**src/pkg/cptm_pkg.sv**
```systemverilog
// package: constants and types for the compact 16-bit timer
`default_nettype none
package cptm_pkg;
  // ****************************************
  // clock figures
  // ****************************************
  localparam int unsigned SYS_CLK_HZ = 200_000_000; // system clock rate
  localparam int unsigned SUB_CLK_HZ = 32_768; // slow sub clock rate
  localparam int unsigned SUB_DIV_DEF = SYS_CLK_HZ / SUB_CLK_HZ; // sys cycles per sub tick
  localparam logic [5:0] DIV4_MASK = 6'h03; // sys/4 prescaler tap
  localparam logic [5:0] DIV16_MASK = 6'h0F; // high/16 prescaler tap
  localparam logic [5:0] DIV64_MASK = 6'h3F; // high/64 prescaler tap

  // ****************************************
  // register byte offsets on the bus
  // ****************************************
  localparam logic [11:0] OFS_RUN_CLK = 12'h000; // pause, clock select, on/off
  localparam logic [11:0] OFS_MODE_OUT = 12'h004; // mode and output control
  localparam logic [11:0] OFS_CNT_LO = 12'h008; // counter low byte (via buffer)
  localparam logic [11:0] OFS_CNT_HI = 12'h00C; // counter high byte
  localparam logic [11:0] OFS_CMPA_LO = 12'h010; // compare-A low byte (via buffer)
  localparam logic [11:0] OFS_CMPA_HI = 12'h014; // compare-A high byte
  localparam logic [11:0] OFS_PERIOD = 12'h018; // 8-bit period value
  localparam logic [11:0] OFS_STATUS = 12'h01C; // match flags, write one to clear
  localparam int unsigned STAT_A_BIT = 0; // compare-A match flag position
  localparam int unsigned STAT_P_BIT = 1; // compare-P match flag position

  // ****************************************
  // values after reset
  // ****************************************
  localparam logic [7:0] RUN_CLK_RST = 8'h00; // control word 0
  localparam logic [7:0] MODE_OUT_RST = 8'h00; // control word 1
  localparam logic [15:0] CNT_RST = 16'h0000; // counter
  localparam logic [15:0] CMPA_RST = 16'h0000; // compare-A
  localparam logic [7:0] PERIOD_RST = 8'h00; // period

  // ****************************************
  // encodings and carriers
  // ****************************************
  typedef enum logic [1:0] {
    MODE_CMP = 2'b00, // compare-match output
    MODE_UNDEF = 2'b01, // undefined, pin idle
    MODE_PWM = 2'b10, // edge-aligned pwm
    MODE_TMR = 2'b11 // timer/counter, pin unused
  } cptm_mode_t;

  typedef enum logic [2:0] {
    CK_SYS4 = 3'b000, CK_SYS = 3'b001, CK_H16 = 3'b010, CK_H64 = 3'b011,
    CK_SUB0 = 3'b100, CK_SUB1 = 3'b101, CK_PIN_RISE = 3'b110, CK_PIN_FALL = 3'b111
  } cptm_cksel_t;

  typedef struct packed {
    logic pause; // hold count
    cptm_cksel_t cksel; // clock_select_field
    logic on; // on_off_bit
    logic [2:0] rsvd; // read as zero
  } cptm_ctrl0_t;

  typedef struct packed {
    cptm_mode_t mode; // mode_field
    logic [1:0] iofn; // output_function_field
    logic oc; // output_control_bit
    logic pol; // polarity_bit
    logic dpx; // duty_period_select_bit
    logic ccl; // clear_select_bit
  } cptm_ctrl1_t;

  typedef struct packed {
    logic sel; // psel
    logic enable; // penable
    logic write; // pwrite
    logic [11:0] addr; // paddr
    logic [31:0] wdata; // pwdata
  } cptm_apb_req_t;

  typedef struct packed {
    cptm_ctrl0_t ctrl0; // control word 0
    cptm_ctrl1_t ctrl1; // control word 1
    logic [15:0] cnt; // live counter
    logic [15:0] cmpa; // compare_a_value
    logic [7:0] per; // period_value
    logic [7:0] hold; // shared low-byte buffer
    logic flag_a; // compare_a_match_flag
    logic flag_p; // compare_p_match_flag
    logic on_prev; // on bit one cycle ago
    logic pin; // pin level before polarity
    logic out; // registered pin drive
    logic [31:0] prdata; // read data
    logic pready; // transfer answer
    logic pslverr; // unmapped access
  } cptm_state_t;

  typedef struct packed {
    logic [5:0] pre; // free prescaler
    logic [15:0] sub; // sub clock divider
    logic [2:0] sync; // pin synchroniser and history
    logic tick; // count enable pulse
  } cptm_tick_state_t;
endpackage
`default_nettype wire

```
**src/verilog/cptm_tick.sv**
```systemverilog
// module: count clock selection and external pin edge detection
`timescale 1ns/1ps
`default_nettype none
module cptm_tick #(
  parameter int unsigned SUB_DIV = cptm_pkg::SUB_DIV_DEF // sys cycles per sub tick
) (
  input wire logic clk_in, // system clock
  input wire logic rstn_in, // async reset, active low
  input wire cptm_pkg::cptm_cksel_t sel_in, // selected count clock
  input wire logic pin_in, // external clock pin
  output logic tick_out // one-cycle count pulse
);
  import cptm_pkg::*;

  cptm_tick_state_t q; // registered state
  cptm_tick_state_t d; // next state
  logic sub_hit; // sub divider wraps
  logic rise; // synchronised rising edge
  logic fall; // synchronised falling edge

  // ****************************************
  // next state
  // ****************************************
  // prescalers run free so a switch of source needs no restart
  always_comb begin
    d = q;
    d.pre = q.pre + 6'd1;
    sub_hit = (q.sub == 16'(SUB_DIV - 1));
    d.sub = sub_hit ? 16'h0000 : q.sub + 16'd1;
    // first stage feeds only the second stage
    d.sync = {q.sync[1:0], pin_in};
    rise = q.sync[1] & ~q.sync[2];
    fall = ~q.sync[1] & q.sync[2];
    case (sel_in)
      CK_SYS4: d.tick = ((q.pre & DIV4_MASK) == DIV4_MASK);
      CK_SYS: d.tick = 1'b1;
      CK_H16: d.tick = ((q.pre & DIV16_MASK) == DIV16_MASK);
      CK_H64: d.tick = (q.pre == DIV64_MASK);
      CK_SUB0, CK_SUB1: d.tick = sub_hit;
      CK_PIN_RISE: d.tick = rise;
      CK_PIN_FALL: d.tick = fall;
      default: d.tick = 1'b0;
    endcase
  end

  // ****************************************
  // state register
  // ****************************************
  always_ff @(posedge clk_in or negedge rstn_in) begin
    if (!rstn_in) begin
      q <= '0;
    end else begin
      q <= d;
    end
  end

  assign tick_out = q.tick;
endmodule
`default_nettype wire

```
**src/verilog/cptm_top.sv**
```systemverilog
// module: compact 16-bit timer with apb registers
// Notes on behaviour
// - low compare byte write only fills buffer
// - high byte write also moves buffer low
// - high byte read captures low into buffer
// - low byte read returns the buffer
// - 16-bit up counter steps on selected clock
// - P checks top byte, A all bits
// - counter self-clears on overflow or match
// - pause holds count, resume continues
// - three-bit field picks count clock
// - off holds count; on rising clears it
// - on rising restores initial pin level
// - two-bit field selects operating mode
// - compare mode: A match acts per field
// - pwm mode: field forces or enables waveform
// - control bit sets initial or active level
// - polarity bit inverts pin in compare and pwm modes
// - select bit swaps duty and period roles
// - clear-select picks P or A match
// - zero period means overflow, 65536 clocks
// - clear-select one never raises P flag outside pwm
// - compare-A zero overflows without A flag
// - only A match or switch-on moves pin in compare
`timescale 1ns/1ps
`default_nettype none
module cptm_top #(
  parameter int unsigned SUB_DIV = cptm_pkg::SUB_DIV_DEF // sys cycles per sub tick
) (
  input wire logic CLK_SYS_IN, // 200 MHz system clock
  input wire logic RSTN_IN, // async reset, active low
  input wire logic PSEL_IN, // apb select
  input wire logic PENABLE_IN, // apb access phase
  input wire logic PWRITE_IN, // apb direction
  input wire logic [11:0] PADDR_IN, // apb byte address
  input wire logic [31:0] PWDATA_IN, // apb write data
  output logic [31:0] PRDATA_OUT, // apb read data
  output logic PREADY_OUT, // apb answer
  output logic PSLVERR_OUT, // apb error
  input wire logic EXT_CLK_PIN_IN, // external_clock_pin
  output logic TIMER_PIN_OUT, // timer_output_pin
  output logic FLAG_A_OUT, // compare-A match flag
  output logic FLAG_P_OUT // compare-P match flag
);
  import cptm_pkg::*;

  // ****************************************
  // declarations
  // ****************************************
  cptm_state_t q; // registered state
  cptm_state_t d; // next state
  cptm_apb_req_t a; // bundled bus request
  logic tick; // count clock pulse
  logic load; // first access cycle: read data formed
  logic done; // completing edge of a transfer
  logic mapped; // address hits a register
  logic on_rise; // on bit went high
  logic step; // counter advances this cycle
  logic [16:0] nxt; // count plus one with carry
  logic hit_a; // comparator A match
  logic hit_p; // comparator P match
  logic pwm; // pwm mode selected
  logic clr; // counter clears instead of stepping
  logic set_a; // raise flag A
  logic set_p; // raise flag P
  logic clr_a; // software clears flag A
  logic clr_p; // software clears flag P
  logic [15:0] duty; // pwm duty threshold
  logic pwm_act; // pwm in active part

  assign a = '{sel: PSEL_IN, enable: PENABLE_IN, write: PWRITE_IN, addr: PADDR_IN, wdata: PWDATA_IN};

  // ****************************************
  // count clock source
  // ****************************************
  cptm_tick #(
    .SUB_DIV(SUB_DIV)
  ) u_tick (
    .clk_in(CLK_SYS_IN),
    .rstn_in(RSTN_IN),
    .sel_in(q.ctrl0.cksel),
    .pin_in(EXT_CLK_PIN_IN),
    .tick_out(tick)
  );

  // ****************************************
  // next state
  // ****************************************
  // one wait state buys a registered read bus
  always_comb begin
    d = q;
    clr_a = 1'b0;
    clr_p = 1'b0;
    load = a.sel & a.enable & ~q.pready;
    done = a.sel & a.enable & q.pready;
    mapped = (a.addr[11:5] == 7'h00) && (a.addr[1:0] == 2'b00);
    // answer one cycle after the access phase opens
    d.pready = load;
    d.pslverr = load & ~mapped;
    // reads are formed, with their side effects, on the load edge
    if (load) begin
      d.prdata = 32'h0000_0000;
      if (!a.write) begin
        case (a.addr)
          OFS_RUN_CLK: d.prdata[7:0] = q.ctrl0;
          OFS_MODE_OUT: d.prdata[7:0] = q.ctrl1;
          OFS_CNT_LO, OFS_CMPA_LO: d.prdata[7:0] = q.hold;
          OFS_CNT_HI: begin
            d.prdata[7:0] = q.cnt[15:8];
            d.hold = q.cnt[7:0];
          end
          OFS_CMPA_HI: begin
            d.prdata[7:0] = q.cmpa[15:8];
            d.hold = q.cmpa[7:0];
          end
          OFS_PERIOD: d.prdata[7:0] = q.per;
          OFS_STATUS: begin
            d.prdata[STAT_A_BIT] = q.flag_a;
            d.prdata[STAT_P_BIT] = q.flag_p;
          end
          default: d.prdata = 32'h0000_0000;
        endcase
      end
    end
    // writes take effect on the completing edge only
    if (done && a.write) begin
      case (a.addr)
        OFS_RUN_CLK: d.ctrl0 = cptm_ctrl0_t'({a.wdata[7:3], 3'b000});
        OFS_MODE_OUT: d.ctrl1 = cptm_ctrl1_t'(a.wdata[7:0]);
        OFS_CMPA_LO: d.hold = a.wdata[7:0];
        OFS_CMPA_HI: d.cmpa = {a.wdata[7:0], q.hold};
        OFS_PERIOD: d.per = a.wdata[7:0];
        OFS_STATUS: begin
          clr_a = a.wdata[STAT_A_BIT];
          clr_p = a.wdata[STAT_P_BIT];
        end
        // counter bytes are read only; a write only clears it by raising the on bit
        default: d.per = q.per;
      endcase
    end

    // counter: edge of on bit, pause and selected tick
    d.on_prev = q.ctrl0.on;
    on_rise = q.ctrl0.on & ~q.on_prev;
    step = q.ctrl0.on & ~q.ctrl0.pause & q.on_prev & tick;
    nxt = {1'b0, q.cnt} + 17'h0_0001;
    pwm = (q.ctrl1.mode == MODE_PWM);
    // zero compare-A never matches, the count simply wraps
    hit_a = (nxt[15:0] == q.cmpa) && (q.cmpa != 16'h0000);
    // zero period stands for a full 65536-clock wrap
    hit_p = (q.per != 8'h00) ? (nxt[15:0] == {q.per, 8'h00}) : nxt[16];
    if (pwm) begin
      // clear-select is ignored in pwm; dpx picks the period source
      clr = q.ctrl1.dpx ? hit_a : hit_p;
      set_a = step & hit_a;
      set_p = step & hit_p;
    end else begin
      clr = q.ctrl1.ccl ? hit_a : hit_p;
      set_a = step & hit_a;
      set_p = step & hit_p & ~q.ctrl1.ccl;
    end
    if (on_rise) begin
      d.cnt = CNT_RST;
    end else if (step) begin
      d.cnt = clr ? CNT_RST : nxt[15:0];
    end

    // flags: a set in the clearing cycle wins
    d.flag_a = (q.flag_a & ~clr_a) | set_a;
    d.flag_p = (q.flag_p & ~clr_p) | set_p;

    // pin level before polarity
    duty = q.ctrl1.dpx ? {q.per, 8'h00} : q.cmpa;
    pwm_act = (d.cnt < duty);
    if (on_rise) begin
      d.pin = q.ctrl1.oc;
    end else if (q.ctrl1.mode == MODE_CMP && set_a) begin
      // only comparator A moves the pin here
      case (q.ctrl1.iofn)
        2'b01: d.pin = 1'b0;
        2'b10: d.pin = 1'b1;
        2'b11: d.pin = ~q.pin;
        default: d.pin = q.pin;
      endcase
    end
    if (pwm && !on_rise) begin
      case (q.ctrl1.iofn)
        2'b00: d.pin = ~q.ctrl1.oc;
        2'b01: d.pin = q.ctrl1.oc;
        2'b10: d.pin = pwm_act ? q.ctrl1.oc : ~q.ctrl1.oc;
        default: d.pin = q.pin; // undefined setting holds
      endcase
    end
    // timer and undefined modes leave the pin low
    if (q.ctrl1.mode == MODE_CMP || pwm) begin
      d.out = d.pin ^ q.ctrl1.pol;
    end else begin
      d.out = 1'b0;
    end
  end

  // ****************************************
  // state register
  // ****************************************
  always_ff @(posedge CLK_SYS_IN or negedge RSTN_IN) begin
    if (!RSTN_IN) begin
      q <= '0;
      q.ctrl0 <= cptm_ctrl0_t'(RUN_CLK_RST);
      q.ctrl1 <= cptm_ctrl1_t'(MODE_OUT_RST);
      q.cmpa <= CMPA_RST;
      q.per <= PERIOD_RST;
    end else begin
      q <= d;
    end
  end

  // ****************************************
  // outputs, all from flip-flops
  // ****************************************
  assign PRDATA_OUT = q.prdata;
  assign PREADY_OUT = q.pready;
  assign PSLVERR_OUT = q.pslverr;
  assign TIMER_PIN_OUT = q.out;
  assign FLAG_A_OUT = q.flag_a;
  assign FLAG_P_OUT = q.flag_p;
endmodule
`default_nettype wire

```
**config.mk**
```make
export PLATFORM = sky130hd
export DESIGN_NAME = cptm_top
export DESIGN_NICKNAME = d
export VERILOG_FILES = /design/src/pkg/cptm_pkg.sv /design/src/verilog/cptm_tick.sv /design/src/verilog/cptm_top.sv
export SDC_FILE = /design/constraint.sdc
export NUM_CORES = 1
export LEC_CHECK = 0
export ABC_AREA = 1
export BUFFER_PORTS_ARGS = -buffer_cell sky130_fd_sc_hd__buf_2
export CORE_UTILIZATION = 40
export DETAILED_ROUTE_END_ITERATION = 6
export PLACE_DENSITY = 0.61
export SETUP_SLACK_MARGIN = 0.2
export SLEW_MARGIN = 20
export SYNTH_ARGS = -nofsm -noshare
export SYNTH_HDL_FRONTEND = slang
export SYNTH_HIERARCHICAL = 1
export SYNTH_SLANG_ARGS = --single-unit
```
**constraint.sdc**
```tcl
create_clock -name CLK_SYS_IN -period 8.5 [get_ports CLK_SYS_IN]
set_input_delay 1.275 -clock CLK_SYS_IN [delete_from_list [all_inputs] [get_ports CLK_SYS_IN]]
set_output_delay 1.275 -clock CLK_SYS_IN [all_outputs]
set_load 0.05 [all_outputs]
```
======== After elaboration in Yosys (flattened, before gate mapping) ========
Cells that the tools add are included.
storage, ports and cells
  register bits ........................... 126
  bits in writable memories ............... 0
  bits in read-only memories .............. 0
  latch bits .............................. 0
  output and inout port bits .............. 37
  memories kept ........................... 0
operators by class
  add/sub/neg operators ................... 3
  reduce and logical (&&, ||, !) cells .... 21
  multiplexer cells ....................... 30
  $mul .................................... 0
  $lt $le $gt $ge ......................... 1
  equality and inequality tests ........... 24
  shift-type cells ........................ 0
  divide/modulo/power cells ............... 0
  bitwise logic cells ..................... 29
operators with widths
  operator                                         count
  2-to-1 mux 16 bit                                5
  == test 12 x 5 -> 1 bit, second input constant   4
  2-to-1 mux 8 bit                                 5
  case mux 6 bit (6 select lines)                  1
  == test 16 bit                                   2
  == test 12 x 4 -> 1 bit, second input constant   2
  adder 16 x 1 -> 17 bit, second input constant    1
  adder 16 x 1 -> 16 bit, second input constant    1
  == test 16 x 13 -> 1 bit, second input constant  1
  less-than comparator 16 bit                      1
  case mux 8 bit (2 select lines)                  1
  nonzero test 16 bit                              1
  AND 1 bit                                        15
  2-to-1 mux 1 bit                                 14
  == test 12 x 3 -> 1 bit, second input constant   1
  == test 3 bit, second input constant             4
  logical NOT 12 bit                               1
  case mux 2 bit (6 select lines)                  1
  NOT 1 bit                                        11
  == test 2 bit, second input constant             4
  AND reduction 2 bit                              4
  nonzero test 8 bit                               1
  logical NOT 7 bit                                1
  case mux 1 bit (7 select lines)                  1
  15 further kinds                                 25

======== Depth between registers and ports, before layout ========
Gate-level depths: netlist (run 1).
  depth in word-level cells ............... 14
  depth in mapped cells ................... 34

======== Cells and area by module ========
The synthesis (run 1) kept the hierarchy.
modules (own cells, without submodules)
  module     instances  area each (µm²)  sequential area each (µm²)  cells each
  cptm_top   1          5176.2           1901.8                      740
  cptm_tick  1          1327.5           650.6                       166

======== Worst setup path before layout (run 1) ========
No wires, ideal clock.
  path type ............................... reg-to-reg
  start point ............................. register q[71] (netlist bit)
  end point ............................... register q (netlist bit TIMER_PIN_OUT)
  cell stages (with the launch flop) ...... 32
  library setup time ...................... 119 ps
  clock period less this slack ............ 3522 ps
  arrival ................................. 3403 ps
  data required time ...................... 8381 ps
  slack ................................... 4978 ps
  cells stage by stage .................... dfrtp_1 ha_1 nand2_2 nor2_4 nand2_1 nand2_1 nand2_1 o21ai_1 nor2_1 nand2_1 nor2_1 nand3_1 nand2_1 nand2_1 nand2_1 inv_1 clkbuf_1 a21oi_1 a211oi_1 ha_1 a21oi_1 nor2_1 a211oi_1 o211ai_1 nor2_1 nand2_1 nand2_1 nand2_1 nand3_2 nand3_1 nand2_1 nor2_1
RTL lines
  item             line            source
  start, declared  cptm_top.sv:50  cptm_state_t q;

==> reports/qor.csv, run 1 <==
stage,metric,value,unit
outcome,outcome,"complete, no violations",
routing,wl_per_cell,15.4,µm
placed_design,io_buffers,38,
worst_hold_path,hp-class,register to register,
setup_path,critPathTopFamily,simple AND/OR/NAND/NOR gates,
setup_path,crit_top_cell,nand2_1,
floorplanning,std_cell_rows,46,
logic_synthesis,ys_seq_elements,102,
final_layout,fin_cells,1154,
grt,grtUsageTotal,0.227,
final_layout,final.fill_count,1693,
logic_synthesis,synth_area_leader_cell,dfrtp_1,
floorplanning,fp.dieArea,16800,µm²
grt,grt-ovfl-total,0,
grt,grt_pass1_vias,5443,
logic_synthesis,ys_warn_count,6,
setup_path,crit_type,register to register,
placed_design,hpwl,13400,µm
worst_hold_path,hp-start,u_tick/d[2]$_DFF_PN0_,
logic_synthesis,netlist_area,6500,µm²
placed_design,place.gp.congestion,0.919,
floorplanning,die_w,130,µm
logic_synthesis,synth_top_area_share,0.392,
power_and_ir_drop,power,0.000938,W
floorplanning,initial_core_util,0.409,
floorplanning,coreArea,15900,µm²
setup_path,cp.required,8760,ps
setup_path,worst-path-stages,26,
sta,setup_slack,3960,ps
routing,via_per_inst,5.14,
setup_path,crit_buf_inv,1,
routing,first_pass_iters,5,
run,maxCapViolCount,0,
power_and_ir_drop,pwr-share-clk,0.423,
sta,hold_violations,0,
sta,finalCriticalPeriod,4540,ps
setup_path,startpoint,q[71]$_DFF_PN0_,
setup_path,critical_path.slowest_cell,inv_1,
logic_synthesis,async_reset_ff_frac,1.00,
sta,tns,0,ps
power_and_ir_drop,p_switching,0.000243,W
sta,tightest_slew,993,ps
routing,vias,5931,
power_and_ir_drop,p_int,0.000694,W
setup_path,endpoint_kind,register,
setup_path,crit_path_start_kind,register,
sta,setup_viol,0,
sta,fmaxAchievable,0.220,GHz
clocking,cts_resized,0,
grt,grt_start_max_net_pins,53,
floorplanning,die_h,130,µm
clocking,cts_htree_levels,3,
final_layout,nets,1002,
clocking,cts_tree,built,
worst_hold_path,holdPathStages,0,
routing,first_iter_violations,813,
floorplanning,io_pins,87,
logic_synthesis,ys_types,39,
power_and_ir_drop,sequentialPowerShare,0.520,
placed_design,dp_cells,1138,
sta,finalCritPeriodShare,0.534,
power_and_ir_drop,p_comb_frac,0.058,
clocking,cts_max_path_buffers,2,
clocking,postCtsSetupBuffers,0,
final_layout,antennaDiodeCount,0,
clocking,ctsHoldBuffers,0,
final_layout,area_growth,8.39,%
clocking,clk_pin_slew_worst_paths,80,ps
logic_synthesis,synth.area.top_cells,"dfrtp_1 (39%), nand2_1 (13%), inv_1 (7.7%), o21ai_0 (6.0%), nor2_1 (4.6%)",
grt,grt_antenna_before_repair,0,
logic_synthesis,synth_flop_cell,dfrtp_1,
clocking,cts_inserted_buffers,9,
routing,drtAntennaViolNets,0,
setup_path,r2r_cells,26,
routing,wl,17700,µm
setup_path,cp.arrival,4800,ps
final_layout,drive_above_1_share,0.0789,
power_and_ir_drop,p_per_area,133,nW/µm²
sta,drv_slew,0,
power_and_ir_drop,netSwitchingFraction,0.260,
clocking,clkSinkCount,102,
placed_design,pre_cts_slack,4110,ps
routing,drc_errors,0,
setup_path,timing.rr.start,q[71]$_DFF_PN0_,
power_and_ir_drop,ir_drop,0.0888,mV
clocking,cts_root_buf,clkbuf_16,
power_and_ir_drop,leakage,3.32,nW
clocking,clk-insertion-delay-late,360,ps
grt,grt_pass1_wl,28900,µm
sta,slew_headroom,0.338,
setup_path,cp_max_fo,15,
sta,rsz0062_at_grt,no,
setup_path,slowest_delay,440,ps
sta,final.setup_skew,10.7,ps
logic_synthesis,syn_avg_cell_area,7.18,µm²
logic_synthesis,synth_edf_count,0,
logic_synthesis,ys_seq_area_frac,0.392,
logic_synthesis,synthCells,906,
==> cell families (layout without fill, tap and decap cells) <==
group,count (synthesis),in the layout,synth area share
xor gates and xnor gates,21,21,0.0283
and+or+nand+nor,420,420,0.276
DFF,102,102,0.392
adders and majority gates,19,19,0.0366
other,1,24,0.000577
AOI/OAI and AO/OA,161,161,0.143
buffers and inverters,182,191,0.124
==> layout make-up <==
cell class | count | area [µm²] | area share
timing repair buffer | 40 | 208 | 0.0295
sequential | 102 | 2550 | 0.362
inverter | 135 | 507 | 0.0719
clock inverter | 6 | 46.3 | 0.00657
clock buffer | 10 | 229 | 0.0325
multi-input combinational | 645 | 3240 | 0.459
tap | 216 | 270 | 0.0383
==> layer usage <==
layer | global-route usage | up-vias | wire length, µm
met1 | 0.344 | 2751 | 8600
met2 | 0.333 | 202 | 7690
met4 | 0.0622 | 0 | 269
li1 | - | 2963 | -
met5 | 0 | - | 0
met3 | 0.0376 | 15 | 1190
==> synthesized netlist by cell type (2+ instances only) <==
cell type	instances
nand3_1	49
nor3_1	18
nor2_2	5
nand2_1	231
o22ai_1	22
nor2_1	79
xnor2_1	2
dfrtp_1	102
clkbuf_1	15
ha_1	19
buf_4	32
o21bai_1	2
nand4_1	18
nor4_1	4
nor2_4	3
nand3b_1	3
a221oi_1	2
xor2_1	19
a21oi_1	24
a31oi_1	5
inv_1	133
a22oi_1	2
a2111oi_0	4
o21ai_0	78
a211oi_1	16
nand3_2	2
nand2_2	5
==> power groups by stage <==
stage	sequential, W	combinational, W	clock [W]
floorplan	0.000499	0.0000392	0
global placement	0.000497	0.0000548	0
detailed placement	0.000497	0.0000550	0
CTS	0.000487	0.0000551	0.000405
global route	0.000487	0.0000599	0.000423
finish	0.000487	0.0000543	0.000396
==> state kept, by name (all words and copies together), names as in the netlist <==
signal,cells
PSLVERR_OUT,1
PRDATA_OUT,8
FLAG_P_OUT,1
q,62
u_tick/tick_out,1
d,1
u_tick/d,2
u_tick/q,23
PREADY_OUT,1
FLAG_A_OUT,1
TIMER_PIN_OUT,1
==> layout by cell type, fill, tap and decap left out, drive strengths merged, types with 22 or more instances in the layout <==
cell / count
nand2: 236
dfrtp: 102
buf: 40
o22ai: 22
nor2: 87
conb: 24
nand3: 51
inv: 136
a21oi: 24
o21ai: 80
==> worst paths after layout <==
| check | to | slack [ps] |
|---|---|---|
| setup / recovery | TIMER_PIN_OUT$_DFF_PN0_ | 3960 |
| hold / removal | u_tick/d[3]$_DFF_PN0_ | 350 |
| setup reg to reg | TIMER_PIN_OUT$_DFF_PN0_ | 3960 |
| hold reg to reg | u_tick/d[3]$_DFF_PN0_ | 350 |
| max in group asynchronous | q[56]$_DFFE_PN0P_ | 6430 |
| min in group asynchronous | q[90]$_DFFE_PN0P_ | 950 |
==> stage by stage <==
step / utilization / area, µm² / hold WS (ps)
floorplan: - / 6590 / 331
global placement: 0.426 / 6770 / 335
detailed placement: 0.426 / 6770 / 338
CTS: 0.444 / 7050 / 355
global route: 0.444 / 7050 / 359
finish: 0.444 / 7050 / 352
No activity file was read; power rests on OpenSTA's default activity.
==> run 2: changes to the inputs <==
- clock period: 8.5 -> 4.7 ns (I/O delays scaled with it)
==> run 2 against run 1 <==
Net effect: cell area grew 4.3%; clock power grew 98%; cell count rose by 1.2%; power increased by 88%; maximum frequency grew 4.4%; sequential power up 81%; first-iteration DRC count shrank 36%; critical path depth increased by 1.
==> reports/qor.csv, run 2 (synthesized netlist as in run 1, its figures left out) <==
stage,metric,value,unit
sta,finalCritPeriodShare,0.924,
sta,slew_headroom,0.322,
power_and_ir_drop,leakage,3.44,nW
sta,finalCriticalPeriod,4340,ps
placed_design,pre_cts_slack,359,ps
run,maxCapViolCount,0,
sta,tns,0,ps
placed_design,hpwl,13500,µm
final_layout,largest_register,q,
placed_design,dp_cells,1140,
placed_design,io_buffers,38,
sta,drv_slew,0,
final_layout,largest_reg_flops,62,
final_layout,layout_commonest_cell,nand2_1,
sta,setup_slack,356,ps
clocking,clkSinkCount,102,
routing,first_pass_iters,5,
floorplanning,fp.dieArea,16800,µm²
sta,fmaxAchievable,0.230,GHz
placed_design,place.gp.congestion,0.965,
final_layout,antennaDiodeCount,0,
routing,vias,6019,
power_and_ir_drop,p_per_area,240,nW/µm²
clocking,clk-insertion-delay-late,360,ps
final_layout,area_growth,13.0,%
sta,rsz0062_at_grt,no,
setup_path,cp_max_fo,7,
floorplanning,coreArea,15900,µm²
sta,hold_violations,0,
clocking,ctsHoldBuffers,0,
setup_path,cp.required,4940,ps
grt,grtUsageTotal,0.223,
sta,whs,360,ps
routing,wl,18300,µm
power_and_ir_drop,power,0.00176,W
worst_hold_path,hp-class,register to register,
floorplanning,die_h,130,µm
sta,final.setup_skew,7.80,ps
power_and_ir_drop,ir_drop,0.154,mV
setup_path,endpoint_kind,register,
sta,setup_viol,0,
clocking,cts_htree_levels,3,
clocking,cts_inserted_buffers,9,
routing,drc_errors,0,
routing,wl_per_cell,15.7,µm
final_layout,fin_cells,1168,
final_layout,nets,1018,
routing,via_per_inst,5.15,
floorplanning,die_w,130,µm
setup_path,cp.arrival,4590,ps
final_layout,drive_above_1_share,0.132,
floorplanning,initial_core_util,0.409,
routing,first_iter_violations,521,
routing,drtAntennaViolNets,0,
grt,grt_start_max_net_pins,68,
clocking,clk_pin_slew_worst_paths,70,ps
setup_path,crit_path_start_kind,register,
grt,grt-ovfl-total,0,
floorplanning,std_cell_rows,46,
grt,grt_pass1_wl,28100,µm
sta,tightest_slew,1020,ps
outcome,outcome,"complete, no violations",
grt,grt_antenna_before_repair,0,
clocking,cts_max_path_buffers,2,
final_layout,final_cell_mix,"nand2_1 (218), inv_1 (131), dfrtp_1 (99), o21ai_0 (78), nor2_1 (71)",
floorplanning,io_pins,87,
clocking,cts_root_buf,clkbuf_16,
grt,grt_pass1_vias,5311,
setup_path,crit_type,register to register,
clocking,cts_tree,built,
-- run 2: cell count changes in the layout (fill, tap and decap cells not counted), sizes merged --
| cell | change |
|---|---|
| clkbuf | +1 |
| bufinv | +1 |
| clkinv | -1 |
| buf | +15 |
| inv | -2 |
-- run 2: what timing repair did --
action / CTS / global route
resized for setup: 0 / 44
setup endpoints to repair: 0 / 2
buffers inserted: 0 / 13
hold endpoints to repair: 0 / 0
-- run 2: area by class of cell --
cell class                 count  area (µm²)
fill                        1676        8540
multi-input combinational    645        3370
sequential                   102        2560
inverter                     135         510
timing repair buffer          55         340
tap                          216         270
clock buffer                  11         253
clock inverter                 3        43.8
timing repair inverter         1        7.51
-- run 2: path summary, 6_finish.rpt --
path	slack, ps	from	depth (start not counted)	to
setup reg to reg	360	q[71]$_DFF_PN0_	27	TIMER_PIN_OUT$_DFF_PN0_
setup / recovery	360	q[71]$_DFF_PN0_	27	TIMER_PIN_OUT$_DFF_PN0_
max in group asynchronous	3220	RSTN_IN	2	q[72]$_DFF_PN0_
min in group asynchronous	470	RSTN_IN	1	PRDATA_OUT[0]$_DFFE_PN0P_
hold / removal	360	u_tick/d[2]$_DFF_PN0_	0	u_tick/d[3]$_DFF_PN0_
hold reg to reg	360	u_tick/d[2]$_DFF_PN0_	0	u_tick/d[3]$_DFF_PN0_
-- run 2: stage by stage --
step / area, µm² / utilization
final: 7350 / 0.463
after floorplan: 6590 / -
after global placement: 6790 / 0.427
after CTS: 7090 / 0.446
after global routing: 7350 / 0.463
after detailed placement: 6790 / 0.427
-- run 2: critical path, cell delays in order, from the launching register on --
cell and delay, ps:
dfrtp_1 440, ha_4 190, nand2_4 70, nor2_4 220, buf_6 130, nand3_1 100, nand2_2 140, xor2_1 200
nand4_1 150, nor2_2 130, nand3_1 120, nand2_2 150, clkinvlp_4 250, a21oi_2 230, a211oi_1 100, ha_1 370
a21oi_2 160, nor2_2 50, a211oi_2 140, o211ai_1 180, nor2_1 170, nand2_2 80, nand2_1 70, nand2_1 70
nand3_2 80, nand3_1 80, nand2_1 90, nor2_2 60
-- run 2: report_power, final --
group	leakage, nW	switching (W)	internal, W
combinational	1.96	0.0000859	0.0000124
sequential	1.33	0.00000137	0.000880
clock	0.148	0.000345	0.000438
-- run 2: metal layers --
metal / GRT usage / up-vias / wire [µm]
met3: 0.0500 / 20 / 1130
met2: 0.333 / 181 / 7990
met5: 0 / - / 0
met4: 0.0581 / 0 / 242
met1: 0.323 / 2834 / 8920
li1: - / 2984 / -
